### src/pkg/bcr_pkg.sv
// bcr_pkg: constants and types for the bus control configuration register
// Notes on behaviour
// 16-bit register, zero at power-on, else kept
// software initialises it before other-area accesses
// address pull-up four cycles after bus acknowledge
// data pull-up while data bus idle
// standby memory pins float or drive high
// strobes float or driven in standby/release
// read-only byte-order flag latched at power-on
// area 0 burst field selects burst length
// bits 8..7 select area 5 burst
// area 5 burst codes 4, 8, 16
// area 6 burst field same encoding
// bits 4..2 select area 2/3 memory types
// bits 1, 0 select card space
// byte-order flag ignores writes, rest read back
`default_nettype none
package bcr_pkg;
	// register byte address on the apb bus
	localparam logic [11:0] BCR_ADDR_BUS_CONTROL_ONE = 12'h000;
	localparam logic [15:0] BCR_RESET_VALUE = 16'h0000;
	// field positions
	localparam int BCR_BIT_ADDR_PULLUP = 15;
	localparam int BCR_BIT_DATA_PULLUP = 14;
	localparam int BCR_BIT_MEM_DRIVE = 13;
	localparam int BCR_BIT_STROBE_DRIVE = 12;
	localparam int BCR_BIT_BYTE_ORDER = 11;
	localparam int BCR_BIT_AREA0_BURST = 9;
	localparam int BCR_BIT_AREA5_BURST = 7;
	localparam int BCR_BIT_AREA6_BURST = 5;
	localparam int BCR_BIT_MEMTYPE = 2;
	localparam int BCR_BIT_AREA5_CARD = 1;
	localparam int BCR_BIT_AREA6_CARD = 0;
	// writable bits: all but the byte-order flag
	localparam logic [15:0] BCR_WRITE_MASK = 16'hf7ff;
	// address pull-up hold after bus acknowledge
	localparam logic [2:0] BCR_PULLUP_CYCLES = 3'h4;
	// burst field codes
	localparam logic [1:0] BCR_BURST_NONE = 2'h0;
	localparam logic [1:0] BCR_BURST_4 = 2'h1;
	localparam logic [1:0] BCR_BURST_8 = 2'h2;
	localparam logic [1:0] BCR_BURST_16 = 2'h3;
	localparam logic [4:0] BCR_BEATS_1 = 5'h01;
	localparam logic [4:0] BCR_BEATS_4 = 5'h04;
	localparam logic [4:0] BCR_BEATS_8 = 5'h08;
	localparam logic [4:0] BCR_BEATS_16 = 5'h10;
	// bus width codes of an area
	localparam logic [1:0] BCR_WIDTH_8 = 2'h1;
	localparam logic [1:0] BCR_WIDTH_16 = 2'h2;
	localparam logic [1:0] BCR_WIDTH_32 = 2'h3;
	// area 2/3 memory type codes
	localparam logic [2:0] BCR_MT_ORDINARY = 3'h0;
	localparam logic [2:0] BCR_MT_A3_SDRAM = 3'h2;
	localparam logic [2:0] BCR_MT_BOTH_SDRAM = 3'h3;
	localparam logic [2:0] BCR_MT_A3_DRAM = 3'h4;
	localparam logic [2:0] BCR_MT_BOTH_DRAM = 3'h5;
	// memory kind of one area
	typedef enum logic [2:0] {
		BCR_MEM_ORDINARY = 3'b001,
		BCR_MEM_SDRAM = 3'b010,
		BCR_MEM_DRAM = 3'b100
	} bcr_mem_e;
	// decoded burst setting of one area
	typedef struct packed {
		logic burst_en;
		logic [4:0] beats;
		logic width_ok;
	} bcr_burst_s;
	// pin control outputs
	typedef struct packed {
		logic addr_pullup;
		logic data_pullup;
		logic mem_pins_oe;
		logic mem_pins_high;
		logic strobe_oe;
	} bcr_pins_s;
	// decoded area configuration
	typedef struct packed {
		bcr_burst_s area0;
		bcr_burst_s area5;
		bcr_burst_s area6;
		bcr_mem_e area2_mem;
		bcr_mem_e area3_mem;
		logic memtype_reserved;
		logic area5_card_space;
		logic area6_card_space;
		logic big_endian;
	} bcr_cfg_s;
endpackage
`default_nettype wire

### src/rtl/bcr_burst_dec.sv
// bcr_burst_dec: decodes one two-bit burst field against bus width
`timescale 1ns/100ps
`default_nettype none
module bcr_burst_dec
(
	// field and width of the area
	input wire logic [1:0] field,
	input wire logic [1:0] width,
	// decoded setting
	output var bcr_pkg::bcr_burst_s burst
);
	import bcr_pkg::*;

	// code to beat count and width check
	always_comb
	begin
		burst.burst_en = (field != BCR_BURST_NONE);
		case (field)
			BCR_BURST_4:
			begin
				burst.beats = BCR_BEATS_4;
				burst.width_ok = 1'b1;
			end
			BCR_BURST_8:
			begin
				// only 8 or 16 bit buses
				burst.beats = BCR_BEATS_8;
				burst.width_ok = (width != BCR_WIDTH_32);
			end
			BCR_BURST_16:
			begin
				// 8 bit bus only
				burst.beats = BCR_BEATS_16;
				burst.width_ok = (width == BCR_WIDTH_8);
			end
			default:
			begin
				burst.beats = BCR_BEATS_1;
				burst.width_ok = 1'b1;
			end
		endcase
	end
endmodule // bcr_burst_dec
`default_nettype wire

### src/rtl/bcr_bus_control_one.sv
// bcr_bus_control_one: apb register holding bus control configuration
//
// Chosen here: the register offsets and the APB interface to the registers.
`timescale 1ns/100ps
`default_nettype none
module bcr_bus_control_one
(
	// apb clock and power-on reset
	input wire logic pclk,
	input wire logic presetn,
	// apb slave
	input wire logic psel,
	input wire logic penable,
	input wire logic pwrite,
	input wire logic [11:0] paddr,
	input wire logic [31:0] pwdata,
	output logic [31:0] prdata,
	output logic pready,
	output logic pslverr,
	// byte-order strap, sampled after power-on reset
	input wire logic byte_order_mode_pin,
	// bus state inputs
	input wire logic bus_ack,
	input wire logic data_bus_idle,
	input wire logic standby,
	// bus widths of areas 0, 5, 6
	input wire logic [1:0] area0_width,
	input wire logic [1:0] area5_width,
	input wire logic [1:0] area6_width,
	// pin control and decoded configuration
	output var bcr_pkg::bcr_pins_s pins,
	output var bcr_pkg::bcr_cfg_s cfg,
	output logic [15:0] bus_control_one
);
	import bcr_pkg::*;

	// whole module state
	typedef struct packed {
		logic [15:0] bus_control_one;
		logic strap_done;
		logic [2:0] pullup_cnt;
		logic bus_ack_d;
		logic [31:0] rdata;
		logic slverr;
		bcr_pins_s pins;
	} bcr_state_s;

	bcr_state_s st_reg;
	bcr_state_s st_next;
	logic hit;
	logic wr_en;
	logic rd_en;
	bcr_burst_s burst0;
	bcr_burst_s burst5;
	bcr_burst_s burst6;
	logic [2:0] memtype;
	logic released;

	// address decode; only one register word is mapped
	always_comb
	begin
		if (paddr == BCR_ADDR_BUS_CONTROL_ONE)
		begin
			hit = 1'b1;
		end
		else
		begin
			hit = 1'b0;
		end
	end

	// zero wait state: accesses complete in their setup-to-access cycle
	assign wr_en = psel && penable && pwrite && hit;
	assign rd_en = psel && !penable && !pwrite;
	assign released = standby || bus_ack;

	// next-state logic
	always_comb
	begin
		st_next = st_reg;
		// catch strap once after reset release
		if (!st_reg.strap_done)
		begin
			st_next.strap_done = 1'b1;
			st_next.bus_control_one[BCR_BIT_BYTE_ORDER] = byte_order_mode_pin;
		end
		// flag bit masked off on writes
		if (wr_en)
		begin
			st_next.bus_control_one = (pwdata[15:0] & BCR_WRITE_MASK)
				| (st_next.bus_control_one & ~BCR_WRITE_MASK);
		end
		// read data prepared in setup cycle, upper bits zero
		if (rd_en)
		begin
			st_next.rdata = hit ? {16'h0000, st_next.bus_control_one}
				: 32'h0000_0000;
		end
		// unmapped address answers with an error
		st_next.slverr = psel && !penable && !hit;
		// count four cycles from the rise of bus acknowledge
		st_next.bus_ack_d = bus_ack;
		if (bus_ack && !st_reg.bus_ack_d)
		begin
			st_next.pullup_cnt = BCR_PULLUP_CYCLES;
		end
		else if (st_reg.pullup_cnt != 3'h0)
		begin
			st_next.pullup_cnt = st_reg.pullup_cnt - 3'h1;
		end
		// pull-up only while enabled and counting
		st_next.pins.addr_pullup = st_reg.bus_control_one[BCR_BIT_ADDR_PULLUP]
			&& (st_next.pullup_cnt != 3'h0);
		// data pull-up while idle
		st_next.pins.data_pullup = st_reg.bus_control_one[BCR_BIT_DATA_PULLUP]
			&& data_bus_idle;
		// standby float or drive high
		st_next.pins.mem_pins_oe = !standby
			|| st_reg.bus_control_one[BCR_BIT_MEM_DRIVE];
		st_next.pins.mem_pins_high = standby
			&& st_reg.bus_control_one[BCR_BIT_MEM_DRIVE];
		// strobes float unless kept driven
		st_next.pins.strobe_oe = !released
			|| st_reg.bus_control_one[BCR_BIT_STROBE_DRIVE];
	end

	// only power-on reset clears; no other reset input exists
	always_ff @(posedge pclk or negedge presetn)
	begin
		if (!presetn)
		begin
			st_reg <= '0;
			st_reg.bus_control_one <= BCR_RESET_VALUE;
			st_reg.pins.mem_pins_oe <= 1'b1;
			st_reg.pins.strobe_oe <= 1'b1;
		end
		else
		begin
			st_reg <= st_next;
		end
	end

	// area 0 burst decode
	bcr_burst_dec u_area0
	(
		.field(st_reg.bus_control_one[BCR_BIT_AREA0_BURST +: 2]),
		.width(area0_width),
		.burst(burst0)
	);
	// area 5 burst decode, R10 codes
	bcr_burst_dec u_area5
	(
		.field(st_reg.bus_control_one[BCR_BIT_AREA5_BURST +: 2]),
		.width(area5_width),
		.burst(burst5)
	);
	// area 6 uses same decode
	bcr_burst_dec u_area6
	(
		.field(st_reg.bus_control_one[BCR_BIT_AREA6_BURST +: 2]),
		.width(area6_width),
		.burst(burst6)
	);

	assign memtype = st_reg.bus_control_one[BCR_BIT_MEMTYPE +: 3];

	// decoded configuration for the bus cycle logic
	always_comb
	begin
		cfg.area0 = burst0;
		cfg.area5 = burst5;
		cfg.area6 = burst6;
		cfg.area2_mem = BCR_MEM_ORDINARY;
		cfg.area3_mem = BCR_MEM_ORDINARY;
		cfg.memtype_reserved = 1'b0;
		// area 2/3 memory types
		case (memtype)
			BCR_MT_ORDINARY:
			begin
				cfg.memtype_reserved = 1'b0;
			end
			BCR_MT_A3_SDRAM:
			begin
				cfg.area3_mem = BCR_MEM_SDRAM;
			end
			BCR_MT_BOTH_SDRAM:
			begin
				cfg.area2_mem = BCR_MEM_SDRAM;
				cfg.area3_mem = BCR_MEM_SDRAM;
			end
			BCR_MT_A3_DRAM:
			begin
				cfg.area3_mem = BCR_MEM_DRAM;
			end
			BCR_MT_BOTH_DRAM:
			begin
				cfg.area2_mem = BCR_MEM_DRAM;
				cfg.area3_mem = BCR_MEM_DRAM;
			end
			default:
			begin
				// reserved codes fall back to ordinary memory
				cfg.memtype_reserved = 1'b1;
			end
		endcase
		// card space selection
		cfg.area5_card_space = st_reg.bus_control_one[BCR_BIT_AREA5_CARD];
		cfg.area6_card_space = st_reg.bus_control_one[BCR_BIT_AREA6_CARD];
		// flag, inverted, decides byte order at cfg.big_endian only
		cfg.big_endian = !st_reg.bus_control_one[BCR_BIT_BYTE_ORDER];
	end

	// apb answers
	assign pready = 1'b1;
	assign prdata = st_reg.rdata;
	assign pslverr = st_reg.slverr && psel && penable;
	assign pins = st_reg.pins;
	assign bus_control_one = st_reg.bus_control_one;
endmodule // bcr_bus_control_one
`default_nettype wire

### config.mk
export PLATFORM = sky130hd
export DESIGN_NAME = bcr_bus_control_one
export DESIGN_NICKNAME = d
export VERILOG_FILES = /design/src/pkg/bcr_pkg.sv /design/src/rtl/bcr_burst_dec.sv /design/src/rtl/bcr_bus_control_one.sv
export SDC_FILE = /design/constraint.sdc
export NUM_CORES = 1
export LEC_CHECK = 0
export BUFFER_PORTS_ARGS = -buffer_cell sky130_fd_sc_hd__buf_2
export CAP_MARGIN = 20
export CORE_MARGIN = 2
export CORE_UTILIZATION = 39
export CTS_CLUSTER_DIAMETER = 40
export DETAILED_ROUTE_END_ITERATION = 10
export GPL_TIMING_DRIVEN = 0
export PLACE_DENSITY = 0.85
export REMOVE_ABC_BUFFERS = 1
export SLEW_MARGIN = 20
export SYNTH_ARGS = -nofsm -noshare
export SYNTH_HDL_FRONTEND = slang
export SYNTH_HIERARCHICAL = 1
export SYNTH_SLANG_ARGS = --single-unit
### constraint.sdc
create_clock -name pclk -period 1.2 [get_ports pclk]
set_input_delay 0.12 -clock pclk [delete_from_list [all_inputs] [get_ports pclk]]
set_output_delay 0.12 -clock pclk [all_outputs]
set_load 0.1 [all_outputs]
### Word level (Yosys, flattened, before mapping)

Cells that the tools add are included.

* add/sub/neg operators: 1
* equal/unequal tests: 19
* multiplexer cells: 12
* bitwise operators: 1
* reduce and logical (&&, ||, !) cells: 32

Operators by type and width (count)
* one-hot mux 6 bit (3 select lines): 3
* two-way mux 16 bit: 2
* bitwise OR 16 x 12 -> 16 bit: 1
* equality test 2 x 1 -> 1 bit, second input constant: 6
* equality test 2 bit, second input constant: 6
* logical AND 1 bit: 12
* logical NOT 12 bit: 1
* one-hot mux 3 bit (2 select lines): 2
* logical NOT 1 bit: 7
* equality test 3 x 2 -> 1 bit, second input constant: 2
* equality test 3 bit, second input constant: 2
* two-way mux 3 bit: 2
* inequality test 2 bit, second input constant: 3
* nonzero test 2 bit: 3
* nonzero test 3 bit: 2
* OR reduction 5 bit: 1
* OR reduction 2 bit: 2
* logical NOT 3 bit: 1
* logical OR 1 bit: 3
* two-way mux 1 bit: 3
* subtractor 3 x 1 -> 3 bit, second input constant: 1

* register bits: 59
* bits of input ports: 59
* output and inout bits: 86

### Logic depth before layout (Yosys ltp)

Gate-level depths: netlist of run 1.

* word-level depth: 5
* gate-level depth with buffers: 6

### Hierarchy

Netlist of run 1, hierarchy kept.

Modules (own cells, without submodules)
* bcr_bus_control_one: instances 1, cells an instance 212, area each 2273.4 um^2, seq. area each 1078.5 um^2
* bcr_burst_dec: instances 3, cells an instance 9, area each 56.3 um^2, seq. area each 0.0 um^2

### Least setup slack after synthesis of run 1

No wires, ideal clock.

* path kind: reg-to-output
* from: reg bus_control_one[4] (netlist name)
* to: out cfg[7] (netlist name)
* arrival: 3.539 ns
* path slack: -2.459 ns
* stages on the path, launching flop included: 3
* buffers on the path: 0
* cell sequence: dfrtp_1 nor2b_1 o21ai_0

RTL lines
* end: declaration: RTL line bcr_bus_control_one.sv:32 `output var bcr_pkg::bcr_cfg_s cfg,`

==> flow_summary.json, run 1 <==
{
  "gr-total-overflow": 0,
  "wl_per_cell_um": 16.2,
  "path_clk_slew_ns": 0.09,
  "clk_path_buf_depth": 2,
  "die_height_um": 83.1,
  "dp_hpwl_um": 3560,
  "die-width_um": 83.1,
  "startpoint": "bus_control_one[4]",
  "status": "finished with violations",
  "dp_slack_ns": -0.512,
  "yosys.area_share.simple_pct": 17.6,
  "power_frac_comb_pct": 28.2,
  "synth_top_family_by_area": "buffers and inverters",
  "power.internal_uw": 2460,
  "diodes": 0,
  "start_kind": "register",
  "vdd_drop_max_v": 0.000675,
  "leakagePower_uw": 0.00193,
  "rrSetupSlack_ns": -0.03,
  "r2r_end": "pins[4]",
  "gr-usage-all-layers_pct": 17.8,
  "drive_gt1_share_pct": 62.9,
  "num_rows": 28,
  "ys_ff_latch": 43,
  "avgSynthCellArea_sq_um": 10.2,
  "synth_xor_xnor_area_share_pct": 0.359,
  "boundaryPins": 145,
  "path_max_fanout": 5,
  "worst_slew_pin_slew_ns": 0.973,
  "synthAdderAreaFrac_pct": 1.54,
  "numCtsBuffers": 5,
  "synth.area.top_cells": "dfrtp_1, buf_4, mux2_4",
  "cts_tree": "done",
  "grt.busiest_layer": "met2",
  "p_per_area_nw_per_um2": 975,
  "r2r-start": "st_reg[40]",
  "hold_ws_ns": -0.0263,
  "synth.most_common_cell": "buf_4",
  "critPathSlowestCell": "dfrtp_2",
  "place_inst": 373,
  "fin_skew_ns": 0.00928,
  "ant_nets": 0,
  "wl_um": 6650,
  "drc": 0,
  "rr_worst_depth": 5,
  "fin_cells": 409,
  "grt_max_degree": 44,
  "synth_edf_count": 0,
  "cpPeakStageDelay_ns": 0.46,
  "p_sw_uw": 1280,
  "yosysSeqAreaShare_pct": 44.2,
  "synth_top_cell_by_area": "dfrtp_1",
  "failed_checks": "hold timing, setup timing",
  "h-tree-depth": 2,
  "fin_crit_sh_pct": 123,
  "synth-async-reset-ratio_pct": 100,
  "ys_types": 34,
  "pwr-share-clk_pct": 30.2,
  "grt_pass1_wl_um": 9770,
  "fin_ws_ns": -0.272,
  "gp_congestion": 0.710,
  "cp.depth": 3,
  "synth_area_sq_um": 2440,
  "critPathCaptureType": "primary output",
  "arrival_ns": 1.35,
  "area.growth.synth_to_final_pct": 56.9,
  "synthTopCellsByCount": "buf_4, dfrtp_1, nand2_1, o21ai_0, mux2_4",
  "hp-class": "in2async",
  "insertion_delay_ns": 0.29,
  "netlist_instances": 239,
  "dieArea_sq_um": 6910,
  "hold_viol_final": 33,
  "vias": 1875,
  "coreArea_sq_um": 5990,
  "path_class": "reg2out",
  "critPathRequiredTime_ns": 1.08,
  "timing.slew.headroom_pct": 35.2,
  "critical_path.endpoint": "cfg[4]",
  "sw_frac_of_total_pct": 34.2,
  "path_buf_inv": 1,
  "drt_iter0_drc": 52,
  "rsz0062_at_grt": "true",
  "use_met3_pct": 5.37,
  "period_needed_ns": 1.47,
  "grt_pass1_vias": 1980,
  "synth_mux_area_share_pct": 10.3,
  "setup_viol": 26,
  "synth_compound_area_share_pct": 4.46,
  "synth_top_area_share_pct": 42.0,
  "antenna_found_initial": 0,
  "met2_usage_pct": 33.2,
  "ys_dominant_reg_cell": "dfrtp_1",
  "synth_warnings": 6,
  "viasPerCell": 4.58,
  "initial_core_util_pct": 40.8,
  "max_freq_ghz": 0.679,
  "crit_family": "flip-flops",
  "port-buffer-count": 107,
  "root_buffer": "clkbuf_8",
  "nets": 395,
  "maxSlewViolCount": 0,
  "crit_chain": "nor2b_4 > nor2_2 > buf_12",
  "drtPass1Iterations": 4,
  "sequentialPowerShare_pct": 41.6,
  "cts_sinks": 43,
  "cap_violations": 0,
  "grt_use_met1_pct": 19.5
}
power by group through the flow:
| stage | clock [uW] | sequential, uW | combinational (uW) |
|---|---|---|---|
| 2_1_floorplan | 0 | 1630 | 527 |
| 3_3_place_gp | 0 | 1570 | 733 |
| 3_5_place_dp | 0 | 1580 | 762 |
| 4_1_cts | 1160 | 1550 | 930 |
| 5_1_grt | 1220 | 1560 | 1130 |
| 6_report | 1130 | 1550 | 1060 |
final cells by class:
type	count	area [sq um]
multi-input cells	138	1100
flip-flops and latches	43	1090
fillers	445	2160
well taps	75	93.8
clock buffers	5	68.8
inverters	10	45.0
repair buffers	135	1390
clock inverters	3	43.8
kinds of logic (layout without fill, tap and decap cells):
logic type	after synthesis	after routing
AO/OA/AOI/OAI	20	20
flip-flops	43	43
other	5	21
adder cells (fa/ha/maj)	3	3
buffers and inverters	74	153
XOR/XNOR	1	1
AND/OR/NAND/NOR	74	74
multiplexers	19	19
per-layer routing:
layer,vias up,part of all wire (%)
li1,870,-
met1,903,38
met2,91,54
met3,11,6.5
met4,0,1.9
met5,-,0
per-stage QoR:
stage          hold WS (ns)  setup TNS, ns  utilization, %  area, sq um  power [uW]
2_1_floorplan        -0.176         -38.00               -         2030        2150
3_5_place_dp          0.282         -14.22            44.4         2660        2340
6_report            -0.0263          -4.20            64.0         3830        3740
4_1_cts            -0.00414          -3.67            58.5         3500        3640
3_3_place_gp          0.274         -12.49            44.4         2660        2300
5_1_grt              0.0370          -5.36            64.0         3830        3910
timing repair:
| action | 4_1_cts | 5_1_grt |
|---|---|---|
| buffers inserted | 14 | 12 |
| hold buffers | 2 | 0 |
| resized for setup | 174 | 62 |
| cloned | 0 | 0 |
| hold endpoints to repair | 19 | 0 |
| setup endpoints to repair | 95 | 40 |
| pin swaps | 7 | 4 |
worst reg2reg max path, stage by stage (launching register included):
cell and delay, ns:
dfrtp_1 0.41, inv_2 0.08, ha_4 0.14, ha_4 0.17
xor2_4 0.17, a41oi_2 0.13
layout by cell type (no fill, tap or decap), types with 2 or more instances in the layout:
cell type,Yosys,final
clkbuf_8,0,5
nor2_2,0,2
buf_2,2,41
and2_4,0,5
clkbuf_4,0,6
nor4_4,3,3
dfstp_2,2,2
mux2_2,6,6
dfrtp_2,0,8
nand2_1,38,34
inv_4,0,3
buf_6,1,14
mux2_4,10,13
or2_4,0,3
nor2_1,5,3
ha_4,0,2
inv_2,3,2
and2_1,7,2
and2b_2,0,2
conb_1,5,21
buf_12,0,34
buf_4,59,38
dfrtp_1,41,33
dlygate4sd3_1,0,2
inv_1,7,5
o21ai_0,15,14
nand2_4,0,3
nor2b_4,0,5
nand2b_1,2,2
how the worst min path moves through the flow:
stage,from,endpoint,slack (ns),depth (start not counted)
global route,pwdata[2],bus_control_one[2],0.04,2
finish,presetn,bus_control_one[0],-0.03,1
floorplan,presetn,bus_control_one[0],-0.18,0
global placement,bus_ack,st_reg[38],0.27,1
CTS,presetn,bus_control_one[1],-0.004,1
detailed placement,bus_ack,st_reg[38],0.28,1
Note: power is estimated with default switching activity, not from simulation.
==> inputs of run 2 (changes only) <==
--- a/config.mk
+++ b/config.mk
@@ -5,14 +5,15 @@
 export SDC_FILE = /design/constraint.sdc
 export NUM_CORES = 1
 export LEC_CHECK = 0
+export ABC_AREA = 1
 export BUFFER_PORTS_ARGS = -buffer_cell sky130_fd_sc_hd__buf_2
 export CAP_MARGIN = 20
 export CORE_MARGIN = 2
-export CORE_UTILIZATION = 39
+export CORE_UTILIZATION = 41
 export CTS_CLUSTER_DIAMETER = 40
 export DETAILED_ROUTE_END_ITERATION = 10
 export GPL_TIMING_DRIVEN = 0
-export PLACE_DENSITY = 0.85
+export PLACE_DENSITY = 0.87
 export REMOVE_ABC_BUFFERS = 1
 export SLEW_MARGIN = 20
 export SYNTH_ARGS = -nofsm -noshare
==> run 2 against run 1 <==
Critical path depth grew 2. Sequential power is essentially flat. The run still ends with hold timing, setup timing left. Register-to-register slack is essentially flat. Sequential share of layout area shrank 0.78 points. Synthesized cell count grew 40%. Maximum frequency shrank 3.1%. Sequential cell count is the same. Final area grew 2.8%.
==> flow_summary.json, run 2 <==
{
  "status": "finished with violations",
  "failed_checks": "hold timing, setup timing",
  "synth_edf_count": 0,
  "hold_viol_final": 41,
  "synth_area_sq_um": 2640,
  "path_clk_slew_ns": 0.09,
  "drc": 0,
  "grt_pass1_vias": 2187,
  "synth_top_area_share_pct": 38.9,
  "num_rows": 29,
  "hold_ws_ns": -0.0300,
  "initial_core_util_pct": 42.0,
  "place_area_sq_um": 2830,
  "place_inst": 468,
  "wl_per_cell_um": 14.0,
  "vias": 2313,
  "port-buffer-count": 107,
  "ys_types": 28,
  "sequentialPowerShare_pct": 39.9,
  "synth.area.top_cells": "dfrtp_1, buf_4, nand2_1",
  "critPathRequiredTime_ns": 1.08,
  "rsz0062_at_grt": "true",
  "viasPerCell": 4.63,
  "vdd_drop_max_v": 0.000715,
  "fin_setup_tns_ns": -4.04,
  "p_per_area_nw_per_um2": 985,
  "critPathSlowestCell": "dfrtp_2",
  "coreArea_sq_um": 6280,
  "ys_dominant_reg_cell": "dfrtp_1",
  "wl_um": 7000,
  "start_kind": "register",
  "cts_sinks": 43,
  "setup_viol": 30,
  "cap_violations": 0,
  "cp_common_cell": "buf_6",
  "final_common_cell": "nand2_1",
  "synthTopCellsByCount": "nand2_1, buf_4, inv_1, dfrtp_1, nor2_1",
  "root_buffer": "clkbuf_8",
  "netlist_instances": 334,
  "arrival_ns": 1.40,
  "maxSlewViolCount": 0,
  "drive_gt1_share_pct": 49.4,
  "dieArea_sq_um": 7090,
  "dp_hpwl_um": 4010,
  "fin_skew_ns": 0.000951,
  "hp-class": "in2async",
  "grt_max_degree": 44,
  "path_max_fanout": 4,
  "drt_iter0_drc": 172,
  "power.internal_uw": 2480,
  "pwr-share-clk_pct": 29.3,
  "timing.slew.headroom_pct": 36.2,
  "synth-async-reset-ratio_pct": 100,
  "multi_input_area_sq_um": 1110,
  "worst_slew_pin_slew_ns": 0.957,
  "ys_ff_latch": 43,
  "diodes": 0,
  "fin_crit_sh_pct": 127,
  "fin_ws_ns": -0.320,
  "h-tree-depth": 2,
  "die_height_um": 84.2,
  "antenna_found_initial": 0,
  "gr-total-overflow": 0,
  "numCtsBuffers": 5,
  "cpPeakStageDelay_ns": 0.44,
  "leakagePower_uw": 0.00216,
  "insertion_delay_ns": 0.29,
  "gp_congestion": 0.795,
  "regArea_sq_um": 1090,
  "drtPass1Iterations": 4,
  "fillers": 489,
  "boundaryPins": 145,
  "synth_warnings": 6,
  "critPathCaptureType": "primary output",
  "nets": 484,
  "synth_top_cell_by_area": "dfrtp_1",
  "total_power_uw": 3880,
  "die-width_um": 84.2,
  "most-common-layout-cells": "nand2_1, inv_1, buf_2",
  "grt_pass1_wl_um": 10400,
  "area.growth.synth_to_final_pct": 49.5,
  "design_area_sq_um": 3940,
  "synth.most_common_cell": "nand2_1",
  "period_needed_ns": 1.52,
  "avgSynthCellArea_sq_um": 7.89,
  "power_frac_comb_pct": 30.7,
  "ant_nets": 0,
  "fin_cells": 500,
  "crit_chain": "inv_2 > buf_6 > buf_6 > a21oi_4 > buf_12",
  "clk_path_buf_depth": 2,
  "gr-usage-all-layers_pct": 18.4,
  "sw_frac_of_total_pct": 36.2,
  "cts_tree": "done",
  "max_freq_ghz": 0.658,
  "p_sw_uw": 1410,
  "path_class": "reg2out",
  "yosysSeqAreaShare_pct": 40.9
}
-- run 2: changes by cell type in the layout (fill, tap and decap cells not counted), sizes merged, moves of 14 or more --
| cell | change |
|---|---|
| nand4 | +14 |
| nand2 | +35 |
| mux2 | -19 |
| nand3 | +17 |
| nor2 | +21 |
| inv | +51 |
| o21ai | -15 |
-- run 2: per-stage QoR --
step	utilization (%)	setup slack [ns]	hold WS [ns]
global route	62.8	-0.390	0.0273
detailed placement	45.1	-0.538	0.267
global placement	45.1	-0.487	0.261
floorplan	-	-3.72	-0.176
CTS	57.4	-0.300	0.0144
finish	62.8	-0.320	-0.0300
-- run 2: final cells by class --
type                    count  area share (%)
repair buffers            131            32.9
multi-input cells         180            28.3
flip-flops and latches     43            27.6
inverters                  61            5.87
well taps                  77            2.44
clock buffers               5            1.75
clock inverters             3            1.11
-- run 2: final timing paths --
check / from / end / slack (ns) / depth (start not counted)
setup / recovery: bus_control_one[4] / cfg[3] / -0.32 / 5
max in group asynchronous: presetn / bus_control_one[8] / 0.56 / 1
hold reg to reg: st_reg[42] / bus_control_one[11] / 0.49 / 1
min in group pclk: data_bus_idle / pins[3] / 0.04 / 3
hold / removal: presetn / prdata[2] / -0.03 / 1
setup reg to reg: st_reg[39] / pins[4] / -0.02 / 5
-- run 2: timing repair --
action	4_1_cts	5_1_grt
hold buffers	2	0
buffers inserted	10	12
endpoints found under the hold margin	3	0
pin swaps	12	16
endpoints found under the setup margin	97	66
resized for setup	182	65
-- run 2: cells by family after synthesis --
kind of cell / share of synthesized area [%]
buf+inv: 27.6
fa+ha+maj: 1.42
other cells: 0.712
simple gates: 28.2
flops: 40.9
xor+xnor: 0.332
compound gates: 0.807
-- run 2: metal layers --
metal  vias up  routed length, um  global-route usage, %
li1       1091                  -                      -
met4         0                178                   5.57
met2       102               3870                   34.8
met5         -                  0                      0
met3        19                333                   3.34
met1      1101               2630                   20.9
-- run 2: worst max-delay path: cells and delay by family (launching register included) --
family | cells | cell delay (ns)
buf+inv | 4 | 0.52
compound gates | 1 | 0.16
flops | 1 | 0.44
-- run 2: power groups by stage --
| stage | combinational [uW] | sequential (uW) | clock, uW |
|---|---|---|---|
| global route | 1270 | 1560 | 1230 |
| CTS | 1090 | 1550 | 1170 |
| detailed placement | 913 | 1580 | 0 |
| global placement | 878 | 1580 | 0 |
| finish | 1190 | 1550 | 1140 |
| floorplan | 607 | 1690 | 0 |
